--- src/dsp_pkg.sv ---
// Purpose: shared constants for the cpu mac / dsp execution datapath
// Assumes: 8-bit special function register space, wishbone byte address = sfr address * 4
// Notes: opcodes are second bytes after the extended 0xa5 prefix
package dsp_pkg;
  localparam logic [7:0] prefix_ext = 8'ha5;
  localparam logic [7:0] op_mac = 8'ha4;
  localparam logic [7:0] op_clear_acc_op = 8'he4;
  localparam logic [7:0] op_shift_left_op = 8'h23;
  localparam logic [7:0] op_asr_m = 8'h03;
  // sfr indices, byte address is index * 4
  localparam logic [7:0] sfr_acc = 8'he0;
  localparam logic [7:0] sfr_opa_high = 8'he1;
  localparam logic [7:0] sfr_dsp_config = 8'he2;
  localparam logic [7:0] sfr_win_low = 8'he4;
  localparam logic [7:0] sfr_win_high = 8'he5;
  localparam logic [7:0] sfr_b = 8'hf0;
  localparam logic [7:0] sfr_opb_high = 8'hf7;
  localparam logic [7:0] sfr_status = 8'hd0;
  localparam logic [7:0] sfr_cmd = 8'hc0;
  localparam logic [7:0] sfr_prod_low = 8'hc1;
  localparam logic [7:0] sfr_prod_high = 8'hc2;
  // dsp_config field positions
  localparam int cfg_win_msb = 7;
  localparam int cfg_win_lsb = 6;
  localparam int cfg_signed_b = 5;
  localparam int cfg_signed_a = 4;
  localparam int cfg_ring1 = 3;
  localparam int cfg_ring0 = 2;
  localparam int cfg_idx_dis = 1;
  localparam int cfg_redirect = 0;
  localparam logic [7:0] dsp_config_rst = 8'h00;
  // status word bits
  localparam int st_carry = 7;
  localparam int st_wrap = 2;
  // cycle counts
  localparam logic [3:0] mac_cycles = 4'h9;
  localparam logic [3:0] clr_cycles = 4'h2;
  localparam logic [3:0] shift_cycles = 4'h2;
  localparam logic [3:0] mul_cycles = 4'h2;
  localparam logic [3:0] compat_fetch_div = 4'h3;
  localparam logic [3:0] ext_fetch_mult = 4'h3;
  localparam logic [3:0] states_per_mcycle = 4'h6;
  localparam logic [3:0] osc_per_state = 4'h2;
  localparam logic [7:0] compat_mcycle_clks = 8'h0c;
endpackage

--- src/mac_datapath.sv ---
// Purpose: execution datapath with mac unit, accumulator window and dsp configuration
// Assumes: wishbone classic slave, sfr index = adr_i[9:2], data in bits 7:0
// Notes: instructions enter via the command sfr; the core decodes prefix and opcode
//   the mac result is built over nine cycles from four signed-aware 8x8 partial products
//
// Our own choice: the Wishbone register port.

module mac_datapath (
  input wire logic clk_i,
  input wire logic rst_i,
  input wire logic compat_fuse_i,
  input wire logic ext_mem_i,
  input wire logic cyc_i,
  input wire logic stb_i,
  input wire logic we_i,
  input wire logic [9:0] adr_i,
  input wire logic [3:0] sel_i,
  input wire logic [31:0] dat_i,
  output logic [31:0] dat_o,
  output logic ack_o,
  output logic fetch_en_o,
  output logic mcycle_end_o,
  output logic busy_o,
  output logic ring_enable_ptr0_o,
  output logic ring_enable_ptr1_o,
  output logic code_index_disable_o,
  output logic ptr1_redirect_b_o
);
  typedef enum logic [4:0] {
    st_idle = 5'b00001,
    st_prefix = 5'b00010,
    st_mac = 5'b00100,
    st_short = 5'b01000,
    st_done = 5'b10000
  } exec_state_t;

  typedef enum logic [1:0] {
    sop_clr = 2'h0,
    sop_lsl = 2'h1,
    sop_asr = 2'h2,
    sop_mul = 2'h3
  } short_op_t;

  typedef struct packed {
    exec_state_t st;
    short_op_t sop;
    logic [3:0] cnt;
    logic [7:0] acc_a;
    logic [7:0] reg_b;
    logic [7:0] opa_high;
    logic [7:0] opb_high;
    logic [7:0] cfg;
    logic [39:0] m_acc;
    logic [39:0] prod;
    logic [15:0] mul_res;
    logic carry;
    logic wrap;
    logic ack;
    logic [7:0] rdata;
    logic [7:0] next_op;
    logic next_valid;
    logic fuse_meta;
    logic fuse_sync;
  } dp_state_t;

  dp_state_t s_r, s_nxt;
  logic [7:0] sfr;
  logic req;
  logic wr_lane;
  logic [7:0] wbyte;
  logic [7:0] ma, mb;
  logic msa, msb;
  logic [17:0] mprod;
  logic [39:0] sum;
  logic [4:0] pp_sh;
  logic [1:0] win;
  logic [2:0] wlo;
  logic compat_mode;

  // byte of the accumulator by index
  function automatic logic [7:0] acc_byte(input logic [39:0] m, input logic [2:0] idx);
    logic [7:0] r;
    r = 8'h00;
    for (int i = 0; i < 5; i++)
      if (idx == 3'(i))
        r = m[i*8 +: 8];
    return r;
  endfunction

  // write one accumulator byte, the others kept
  function automatic logic [39:0] acc_put(input logic [39:0] m, input logic [2:0] idx,
                                          input logic [7:0] v);
    logic [39:0] r;
    r = m;
    for (int i = 0; i < 5; i++)
      if (idx == 3'(i))
        r[i*8 +: 8] = v;
    return r;
  endfunction

  // the fuse is sampled off the core clock, so it passes two flops first
  assign compat_mode = s_r.fuse_sync;

  fetch_pacer u_pacer (
    .clk_i(clk_i),
    .rst_i(rst_i),
    .compat_i(compat_mode),
    .ext_mem_i(ext_mem_i),
    .fetch_en_o(fetch_en_o),
    .state_tick_o(),
    .mcycle_end_o(mcycle_end_o)
  );

  mult8 u_mult (
    .a_i(ma),
    .b_i(mb),
    .sa_i(msa),
    .sb_i(msb),
    .p_o(mprod)
  );

  assign sfr = adr_i[9:2];
  assign req = cyc_i && stb_i && !s_r.ack;
  assign wr_lane = req && we_i && sel_i[0];
  assign wbyte = dat_i[7:0];
  assign win = s_r.cfg[dsp_pkg::cfg_win_msb:dsp_pkg::cfg_win_lsb];
  // window n starts at byte n, so 11 reaches the top byte
  assign wlo = {1'b0, win};

  // partial product select, step 0..3 of the mac or byte multiply
  always_comb
  begin
    // byte offset of the partial product; a 1-bit sum would wrap the high-by-high step to offset 0 instead of 16
    pp_sh = {{1'b0, s_r.cnt[1]} + {1'b0, s_r.cnt[0]}, 3'b000};
    ma = s_r.acc_a;
    mb = s_r.reg_b;
    msa = s_r.cfg[dsp_pkg::cfg_signed_a];
    msb = s_r.cfg[dsp_pkg::cfg_signed_b];
    if (s_r.st == st_mac)
    begin
      // low bytes unsigned, high bytes signed regardless of config
      ma = s_r.cnt[0] ? s_r.opa_high : s_r.acc_a;
      mb = s_r.cnt[1] ? s_r.opb_high : s_r.reg_b;
      msa = s_r.cnt[0];
      msb = s_r.cnt[1];
    end
  end

  assign sum = s_r.m_acc + s_r.prod;

  always_comb
  begin
    s_nxt = s_r;
    s_nxt.ack = 1'b0;
    // two-flop synchroniser for the mode fuse
    s_nxt.fuse_meta = compat_fuse_i;
    s_nxt.fuse_sync = s_r.fuse_meta;
    // bus access
    if (req)
    begin
      s_nxt.ack = 1'b1;
      s_nxt.rdata = 8'h00;
      if (sfr == dsp_pkg::sfr_acc)
        s_nxt.rdata = s_r.acc_a;
      else if (sfr == dsp_pkg::sfr_opa_high)
        s_nxt.rdata = s_r.opa_high;
      else if (sfr == dsp_pkg::sfr_dsp_config)
        s_nxt.rdata = s_r.cfg;
      else if (sfr == dsp_pkg::sfr_win_low)
        s_nxt.rdata = acc_byte(s_r.m_acc, wlo);
      else if (sfr == dsp_pkg::sfr_win_high)
        s_nxt.rdata = acc_byte(s_r.m_acc, wlo + 3'h1);
      else if (sfr == dsp_pkg::sfr_b)
        s_nxt.rdata = s_r.reg_b;
      else if (sfr == dsp_pkg::sfr_opb_high)
        s_nxt.rdata = s_r.opb_high;
      else if (sfr == dsp_pkg::sfr_status)
        s_nxt.rdata = {s_r.carry, 4'h0, s_r.wrap, 1'b0, busy_o};
      else if (sfr == dsp_pkg::sfr_prod_low)
        s_nxt.rdata = s_r.mul_res[7:0];
      else if (sfr == dsp_pkg::sfr_prod_high)
        s_nxt.rdata = s_r.mul_res[15:8];
      if (wr_lane)
      begin
        if (sfr == dsp_pkg::sfr_acc)
          s_nxt.acc_a = wbyte;
        else if (sfr == dsp_pkg::sfr_opa_high)
          s_nxt.opa_high = wbyte;
        else if (sfr == dsp_pkg::sfr_dsp_config)
          s_nxt.cfg = wbyte;
        else if (sfr == dsp_pkg::sfr_win_low)
          s_nxt.m_acc = acc_put(s_r.m_acc, wlo, wbyte);
        else if (sfr == dsp_pkg::sfr_win_high)
          s_nxt.m_acc = acc_put(s_r.m_acc, wlo + 3'h1, wbyte);
        else if (sfr == dsp_pkg::sfr_b)
          s_nxt.reg_b = wbyte;
        else if (sfr == dsp_pkg::sfr_opb_high)
          s_nxt.opb_high = wbyte;
        else if (sfr == dsp_pkg::sfr_status)
        begin
          s_nxt.carry = wbyte[dsp_pkg::st_carry];
          s_nxt.wrap = wbyte[dsp_pkg::st_wrap];
        end
        else if (sfr == dsp_pkg::sfr_cmd)
        begin
          // one-deep prefetch slot: the next byte queues while executing
          s_nxt.next_op = wbyte;
          s_nxt.next_valid = 1'b1;
        end
      end
    end

    case (s_r.st)
      st_idle:
      begin
        if (s_r.next_valid && s_r.next_op == dsp_pkg::prefix_ext)
        begin
          s_nxt.next_valid = 1'b0;
          s_nxt.st = st_prefix;
        end
        else if (s_r.next_valid)
        begin
          // any other byte here is treated as a byte multiply opcode
          s_nxt.next_valid = 1'b0;
          s_nxt.sop = sop_mul;
          s_nxt.cnt = dsp_pkg::mul_cycles - 4'h1;
          s_nxt.st = st_short;
        end
      end
      st_prefix:
      begin
        if (s_r.next_valid)
        begin
          s_nxt.next_valid = 1'b0;
          s_nxt.st = st_short;
          s_nxt.cnt = dsp_pkg::shift_cycles - 4'h2;
          if (s_r.next_op == dsp_pkg::op_mac)
          begin
            s_nxt.st = st_mac;
            s_nxt.cnt = 4'h0;
            s_nxt.prod = '0;
          end
          else if (s_r.next_op == dsp_pkg::op_clear_acc_op)
          begin
            s_nxt.sop = sop_clr;
            s_nxt.cnt = dsp_pkg::clr_cycles - 4'h2;
          end
          else if (s_r.next_op == dsp_pkg::op_shift_left_op)
            s_nxt.sop = sop_lsl;
          else if (s_r.next_op == dsp_pkg::op_asr_m)
            s_nxt.sop = sop_asr;
          else
            s_nxt.st = st_idle;
        end
      end
      st_mac:
      begin
        // steps 0..3 accumulate shifted partial products, operands untouched
        s_nxt.cnt = s_r.cnt + 4'h1;
        if (s_r.cnt < 4'h4)
          s_nxt.prod = s_r.prod +
            (40'(signed'(mprod)) << pp_sh);
        else if (s_r.cnt == dsp_pkg::mac_cycles - 4'h3)
        begin
          s_nxt.m_acc = sum;
          s_nxt.carry = sum[39];
          // set only, after the status write above, so a same-cycle clear loses
          if (s_r.m_acc[39] == s_r.prod[39] && sum[39] != s_r.m_acc[39])
            s_nxt.wrap = 1'b1;
        end
        else if (s_r.cnt == dsp_pkg::mac_cycles - 4'h2)
          s_nxt.st = st_done;
      end
      st_short:
      begin
        if (s_r.cnt == 4'h0)
        begin
          case (s_r.sop)
            sop_clr: s_nxt.m_acc = '0;
            sop_lsl: s_nxt.m_acc = {s_r.m_acc[38:0], 1'b0};
            sop_asr: s_nxt.m_acc = {s_r.m_acc[39], s_r.m_acc[39:1]};
            // byte multiply shares the 8x8 unit with config signedness
            default: s_nxt.mul_res = mprod[15:0];
          endcase
          s_nxt.st = st_done;
        end
        else
          s_nxt.cnt = s_r.cnt - 4'h1;
      end
      st_done:
        s_nxt.st = st_idle;
      default:
        s_nxt.st = st_idle;
    endcase
  end

  always_ff @(posedge clk_i)
  begin
    if (rst_i)
    begin
      s_r <= '0;
      s_r.st <= st_idle;
      s_r.cfg <= dsp_pkg::dsp_config_rst;
      // keep the fuse synchroniser running so the mode is settled at release
      s_r.fuse_meta <= compat_fuse_i;
      s_r.fuse_sync <= s_r.fuse_meta;
    end
    else
      s_r <= s_nxt;
  end

  assign busy_o = (s_r.st != st_idle);
  assign ack_o = s_r.ack;
  assign dat_o = {24'h000000, s_r.rdata};
  // pointer logic lives elsewhere; these steer it
  assign ring_enable_ptr0_o = s_r.cfg[dsp_pkg::cfg_ring0];
  assign ring_enable_ptr1_o = s_r.cfg[dsp_pkg::cfg_ring1];
  assign code_index_disable_o = s_r.cfg[dsp_pkg::cfg_idx_dis];
  assign ptr1_redirect_b_o = s_r.cfg[dsp_pkg::cfg_redirect];
  // branch extra-cycle timing belongs to the sequencer outside
endmodule

--- src/fetch_pacer.sv ---
// Purpose: fetch enable pacing for fast and compatibility timing modes
// Assumes: one fetch slot per clock in fast mode from internal memory
// Notes: compatibility pacing is independent of memory source
module fetch_pacer (
  input wire logic clk_i,
  input wire logic rst_i,
  input wire logic compat_i,
  input wire logic ext_mem_i,
  output logic fetch_en_o,
  output logic state_tick_o,
  output logic mcycle_end_o
);
  typedef struct packed {
    logic [3:0] div;
    logic [3:0] state_cnt;
    logic osc;
  } pacer_t;
  pacer_t s_r, s_nxt;
  logic [3:0] period;

  always_comb
  begin
    s_nxt = s_r;
    // compatibility: byte every 3 clocks, memory source does not matter
    if (compat_i)
      period = dsp_pkg::compat_fetch_div;
    else if (ext_mem_i)
      period = dsp_pkg::ext_fetch_mult;
    else
      period = 4'h1;
    if (s_r.div + 4'h1 >= period)
      s_nxt.div = 4'h0;
    else
      s_nxt.div = s_r.div + 4'h1;
    // divide-by-2 state clock, 6 states per machine cycle
    s_nxt.osc = ~s_r.osc;
    if (s_r.osc)
    begin
      if (s_r.state_cnt == dsp_pkg::states_per_mcycle - 4'h1)
        s_nxt.state_cnt = 4'h0;
      else
        s_nxt.state_cnt = s_r.state_cnt + 4'h1;
    end
  end

  always_ff @(posedge clk_i)
  begin
    if (rst_i)
      s_r <= '0;
    else
      s_r <= s_nxt;
  end

  assign fetch_en_o = (s_r.div == 4'h0);
  assign state_tick_o = s_r.osc;
  assign mcycle_end_o = s_r.osc && (s_r.state_cnt == dsp_pkg::states_per_mcycle - 4'h1);
endmodule

--- src/mult8.sv ---
// Purpose: 8x8 multiplier with per-operand sign selection
// Assumes: combinational, used for byte multiply and mac partial products
// Notes: result is the 18-bit signed product of the two sign-or-zero-extended 9-bit operands
module mult8 (
  input wire logic [7:0] a_i,
  input wire logic [7:0] b_i,
  input wire logic sa_i,
  input wire logic sb_i,
  output logic [17:0] p_o
);
  logic signed [8:0] ea;
  logic signed [8:0] eb;
  logic signed [17:0] pr;

  always_comb
  begin
    ea = {sa_i & a_i[7], a_i};
    eb = {sb_i & b_i[7], b_i};
    pr = ea * eb;
    p_o = pr;
  end
endmodule

--- config.mk ---
export PLATFORM = sky130hd
export DESIGN_NAME = mac_datapath
export DESIGN_NICKNAME = d
export VERILOG_FILES = /design/src/dsp_pkg.sv /design/src/mac_datapath.sv /design/src/fetch_pacer.sv /design/src/mult8.sv
export SDC_FILE = /design/constraint.sdc
export NUM_CORES = 1
export LEC_CHECK = 0
export ABC_AREA = 1
export BUFFER_PORTS_ARGS = -buffer_cell sky130_fd_sc_hd__buf_2
export CAP_MARGIN = 15
export CORE_MARGIN = 4
export CORE_UTILIZATION = 43
export CTS_BUF_LIST = sky130_fd_sc_hd__clkbuf_8
export DETAILED_ROUTE_END_ITERATION = 10
export PLACE_DENSITY_LB_ADDON = 0.3
export SLEW_MARGIN = 20
export SYNTH_ARGS = -nofsm -noshare
export SYNTH_HDL_FRONTEND = slang
export SYNTH_SLANG_ARGS = --single-unit
--- constraint.sdc ---
create_clock -name clk_i -period 14.4 [get_ports clk_i]
set_input_delay 0.72 -clock clk_i [delete_from_list [all_inputs] [get_ports clk_i]]
set_output_delay 0.72 -clock clk_i [all_outputs]
set_load 0.05 [all_outputs]
Word-level counts from Yosys, hierarchy flattened
Cells that the tools add are included.
Word-level totals
  bits in registers: 178
  output and inout bits: 40
  input port bits: 53
Operators by class
  shift operators: 1
  multiplexer cells: 100
  order comparisons: 2
  multiply operators: 1
  equal/unequal tests: 49
  add/subtract/negate cells: 8
  reductions and logical operators: 29
  bitwise operators: 12
Operators by type and width (number)
  40-bit two-way mux: 13
  8-bit two-way mux: 32
  40-bit one-hot mux with 2 select lines: 2
  40-bit one-hot mux with 3 select lines: 1
  8-bit == test, second input constant: 14
  9-bit two-way mux: 10
  40-bit adder: 2
  40-bit by 5-bit << shifter with 40-bit output: 1
  2-bit two-way mux: 17
  4-bit two-way mux: 7
  5-bit two-way mux: 5
  11-bit two-way mux: 2
  20-bit two-way mux: 1
  5-bit one-hot mux with 4 select lines: 1
  9-bit by 9-bit multiplier with 18-bit output: 1
  2-bit != test, second input constant: 9
  4-bit one-hot mux with 4 select lines: 1
  4-bit by 1-bit adder with 4-bit output, second input constant: 3
  4-bit by 3-bit == test with 1-bit output, second input constant: 3
  6-bit AND reduction: 2
  11-bit AND reduction: 1
  1-bit NOT: 10
  5-bit AND reduction: 2
  9-bit AND reduction: 1
  other kinds (39): 61

Depth between registers and ports, before layout
  depth in word-level cells: 17
  mapped depth: 49

By module
A second synthesis with hierarchy kept.
Second synthesis, totals
  cell total of the unflattened synthesis: 3546
  area total of the unflattened synthesis: 20245.7 um2
By module, submodules not included
  mac_datapath: cells each 3027, times used 1, area each 16499.6 um2
  mult8: cells each 460, times used 1, area each 3342.0 um2
  fetch_pacer: cells each 59, times used 1, area each 404.1 um2

Worst setup path after synthesis
OpenSTA, ideal clock, no wires.
  path type: register to register
  start: register s_r[167] in the netlist's numbering
  end: register s_r[72] in the netlist's numbering
  slack: 7.301 ns
  cell stages (with the launch flop): 38
  arrival: 6.967 ns
  data required time: 14.268 ns
  period minus slack after synthesis: 7.099 ns
  cell sequence: dfxtp_1 > nor3_2 > nand2_2 > nor2_4 > inv_1 > or2_2 > o21ai_0 > inv_1 > nand2_1 > fa_1 > fa_1 > inv_1 > fa_1 > fa_1 > inv_1 > fa_1 > inv_1 > ha_1 > [2 not listed] > a21oi_1 > nor2_1 > nor2_1 > nand3_1 > nand3_1 > buf_2 > o21ai_0 > o21ai_0 > ha_1 > a21oi_1 > o21ai_0 > o21bai_1 > a21o_1 > nand2_1 > nand3_1 > or2_2 > nand2_1 > a21oi_1
On the way
  cells in the longest elaborated chain, start to end: 8
  elaborated cells between the ends (all ways): 18
  classes of those cells: add/sub (1); mul (1); eq/ne (5); shift (1); mux (6); bitwise (2); reduce/logical (2)
Ends and longest elaborated chain
  from (decl): RTL line mac_datapath.sv:66  | dp_state_t s_r, s_nxt;
  from (signal assigned): RTL line mac_datapath.sv:309  | s_r <= s_nxt;
  5-bit by 3-bit == test with 1-bit output: RTL line mac_datapath.sv:139, mac_datapath.sv:213
  1-bit two-way mux or 8-bit two-way mux (tied branches): RTL line mac_datapath.sv:139  | if (s_r.st == st_mac)
  1-bit AND, on equally long branches: RTL line mult8.sv:17, mult8.sv:18
  9-bit by 9-bit multiplier with 18-bit output: RTL line mult8.sv:19  | pr = ea * eb;
  40-bit by 5-bit << shifter with 40-bit output: RTL line mac_datapath.sv:262  | (40'(signed'(mprod)) << pp_sh);
  40-bit adder: RTL line mac_datapath.sv:261  | s_nxt.prod = s_r.prod +
  40-bit two-way mux: RTL line mac_datapath.sv:260  | if (s_r.cnt < 4'h4)
  40-bit one-hot mux with 2 select lines: RTL line mac_datapath.sv:213  | case (s_r.st)
Parallel ways exist; a longest one is shown, timed or not. The select of a mux whose other input is x is not followed.
A chain may end at the register's enable or synchronous reset.

Final worst setup path
  start: register s_r[167] in the netlist's numbering
  end: register s_r[73] in the netlist's numbering
Same word-level chain as after synthesis.

==> run summary <==
The flow ran to the end, and the final reports show no timing, DRC or antenna violations. At the later pin of the worst-skew pair, clock insertion delay measures 520 ps. The worst-case IR drop observed on VDD is 0.0621 mV. For flop-to-flop paths, the worst setup slack is 4680 ps. After routing, the total negative slack on setup checks comes to 0 ps.

For this run, design rule violations remaining after detail routing come to 0. The pin count of the biggest net entering global routing is 80, and the final HPWL from detailed placement is 53.3 mm. For the maximum buffer depth of the clock tree, the log shows 2. For the cell area after placement, the log shows 18,700 um^2.

Counting stages on the worst path, the most repeated cell is sky130_fd_sc_hd__nand2_1. The quantity of I/O buffers inserted on ports was 39; the clock slew at the register clock pins of the worst setup and hold paths was 130 ps. Yosys mapped the design onto 58 distinct sky130hd cell types. For this design, the CTS-stage hold fixing added 0 buffers. The cell area that synthesis handed to floorplanning was 18,200 um^2. The largest stage delay on the critical path was 710 ps; the total I/O pin count was 93. The startpoint of the lowest-slack register-to-register path was s_r[167].

Power per cell area: 54.0 nW/um^2. The routed length per instance was 19.4 um; the global-route wire length before repair was 100 mm. At the end of routability-driven placement, the weighted congestion stood at 1.02.

For the number of cells in the finished layout apart from fillers, the log shows 3,415. The die covers 45,700 um^2. Together, buffers and inverters on the worst path number 6. The count of final max-slew check failures is 0, and the portion of total power attributed to the clock network is 38.1%. Across the run, the number of max-cap violations was 0. For the pin with the worst max-slew slack, the measured transition is 1060 ps. The routed layout has 19,522 vias.

TritonCTS created 17 clock buffers. TritonCTS built the clock tree. The total net switching power came out at 365 uW. From bottom edge to top edge, the die measures 214 um. Compared with the post-synthesis result, the final layout area differs by 5.23%.

For the number of instances in the synthesized netlist, the log shows 2,871. After layout, the minimum clock period comes to 9720 ps. The total number of H-tree levels was 4; the share of synthesized area occupied by flip-flops and latches was 19.6%.

Counting every sink on the clock net gives 178. The worst setup path category is reg -> reg. The run gives 4,531 as the number of inserted filler cells in the final layout. Cell internal power was estimated by the tool at 671 uW.

In this run the worst setup path begins at s_r[167]. The run gives 28.2% as the aggregate global-route resource usage. The period utilization was 67.5%. The tools report the post-route total power as 1.04 mW. At the end of the flow the core is filled with cells to 45.7%. In the synthesized netlist the dominant register cell turns out to be sky130_fd_sc_hd__dfxtp_1. The core region is 41,900 um^2.

The sequential cells in the finished layout cover a total of 3560 um^2. The initial antenna violation count was 0. The fraction of final layout cells with drive strength greater than 1 is 5.50%. The tools report the worst max-slew margin expressed relative to the limit as 29.4%. The arrival time at the worst endpoint came out at 10,090 ps. The slowest library cell on the worst path was sky130_fd_sc_hd__o21ai_0.

The min-delay analysis places its worst path in the category in -> reg. Total routed wirelength: 66.4 mm. CTS placed an instance of sky130_fd_sc_hd__clkbuf_8 at the clock tree root. In this run the static leakage power is 8.88 nW.

The commonest non-fill, non-tap cell in the layout is sky130_fd_sc_hd__nand2_1. Global routing finished with a remaining overflow of 0. The count of yosys warnings during synthesis came out at 0. STA classifies the critical path endpoint as a flop.

Net switching is 35.2% of the power. The tools report the total of endpoints with negative setup slack in the final report as 0. In the layout the commonest cells are sky130_fd_sc_hd__nand2_1 (580), sky130_fd_sc_hd__inv_1 (432), sky130_fd_sc_hd__a21oi_1 (319). The detail route stage leaves a number of antenna-violating nets equal to 0. STA puts the critical path data required time at 14,770 ps. The sequential group share of total power is 48.3%.

The synthesized design contains 0 enable-type register cells. The flip-flop and latch count after synthesis came out at 178. Hold timing on the final database bottoms out at a slack of 286 ps. The final hold violation count came out at 0. The mean post-synth cell area is 6.35 um^2.

Based on the critical path, the design can be clocked at up to 103 MHz. The initial core utilization is 43.4%, and the via density per instance is 5.72. The share of total power dissipated in combinational logic is 13.6%. The run gives 17,808 as the via count of the first global-routing pass.

Dominant delay contributor by cell family on the critical path: simple AND/OR/NAND/NOR gates. The hold path startpoint is compat_fuse_i. The post-synthesis async set-or-reset flop share works out to 0%. Setup repair after global routing left no endpoint under its margin. The area used by multi-input combinational logic came out at 12,500 um^2. The worst path setup slack after routing is 4680 ps. The number of resized instances in the post-cts repair step came out at 0.

The run gives 19,200 um^2 as the final standard cell area without fillers. Along the worst path, the maximum fanout reaches 12. The initial detailed-routing violation count is 2,352, and the number of cell rows is 75. The tools report the placement-stage worst setup slack as 4940 ps. Before antenna repair, the detailed router went through 8 iterations. The net count of the finished layout is 3,114. Setup skew after layout: 25.5 ps. The horizontal die dimension was 214 um; the placed cell count was 3,381. In this run the post-CTS setup repair buffer count came out at 0. STA classifies the critical path startpoint as a flop.
[cells in the mapped netlist, types with 4 or more instances]
master,count,area (um^2)
sky130_fd_sc_hd__nand3_1,148,741
sky130_fd_sc_hd__xor2_1,13,114
sky130_fd_sc_hd__a21o_1,16,120
sky130_fd_sc_hd__nor3_1,27,135
sky130_fd_sc_hd__a21boi_0,5,37.5
sky130_fd_sc_hd__fa_1,73,1460
sky130_fd_sc_hd__nor4_1,9,56.3
sky130_fd_sc_hd__o21bai_1,18,135
sky130_fd_sc_hd__mux2i_1,6,60.1
sky130_fd_sc_hd__a221oi_1,7,61.3
sky130_fd_sc_hd__or2_2,24,150
sky130_fd_sc_hd__dfxtp_1,178,3560
sky130_fd_sc_hd__inv_1,433,1630
sky130_fd_sc_hd__a211oi_1,11,82.6
sky130_fd_sc_hd__o22ai_1,53,332
sky130_fd_sc_hd__o2111ai_1,5,43.8
sky130_fd_sc_hd__nor2_1,300,1130
sky130_fd_sc_hd__inv_2,9,33.8
sky130_fd_sc_hd__o211ai_1,14,105
sky130_fd_sc_hd__clkbuf_1,52,195
sky130_fd_sc_hd__a21oi_1,319,1600
sky130_fd_sc_hd__ha_1,127,1590
sky130_fd_sc_hd__a31oi_1,30,188
sky130_fd_sc_hd__nand2_1,580,2180
sky130_fd_sc_hd__o221ai_1,12,105
sky130_fd_sc_hd__nand3_2,5,50.1
sky130_fd_sc_hd__clkinv_1,7,26.3
sky130_fd_sc_hd__buf_2,13,65.1
sky130_fd_sc_hd__nor3_2,4,40.0
sky130_fd_sc_hd__nand3b_1,6,45.0
sky130_fd_sc_hd__nand4_1,19,119
sky130_fd_sc_hd__nand2_2,7,43.8
sky130_fd_sc_hd__o21ai_0,237,1190
sky130_fd_sc_hd__o21ai_1,25,125
sky130_fd_sc_hd__nor2_4,9,101
sky130_fd_sc_hd__buf_4,34,255
[cell type report]
type,count,share of cell area [%]
multi-input cells,2165,65.3
flip-flops and latches,178,18.6
inverters,450,8.82
well taps,539,3.52
repair buffers,49,1.42
clock buffers,17,1.22
clock inverters,15,1.09
diodes,2,0.0261
[final timing paths]
check / endpoint / depth (start not counted)
worst max-delay path: s_r[73] / 37
worst min-delay path: s_nxt[0] / 1
worst max register to register: s_r[73] / 37
worst min register to register: compat_mode / 0
[power groups by stage]
stage,Combinational [mW],Sequential [mW],Clock [mW]
after floorplan,0.105,0.511,0
after global placement,0.135,0.511,0
after detailed placement,0.138,0.511,0
after CTS,0.138,0.500,0.398
after global routing,0.153,0.501,0.420
final,0.140,0.500,0.395
[cells by family after synthesis]
group / share of synthesized area, %
muxes: 0.330
xor gates and xnor gates: 0.721
AOI/OAI and AO/OA: 23.1
adders and majority gates: 16.7
and+or+nand+nor: 27.3
DFF: 19.6
buffers and inverters: 12.2
other: 0.0206
[metal layers]
metal / wire [um] / GRT usage, % / vias to the layer above
li1: - / - / 9433
met1: 29100 / 39.3 / 9128
met2: 29100 / 44.2 / 836
met5: 0 / 0 / -
met4: 2670 / 10.1 / 0
met3: 5510 / 4.80 / 125
[registers in the layout, indices dropped and copies added, names as in the netlist]
register              flops
s_r                     154
dat_o                     8
u_pacer.s_r               8
ack_o                     1
code_index_disable_o      1
compat_mode               1
ptr1_redirect_b_o         1
ring_enable_ptr0_o        1
ring_enable_ptr1_o        1
s_nxt                     1
u_pacer.state_tick_o      1
(Power assumes the default switching activity.)
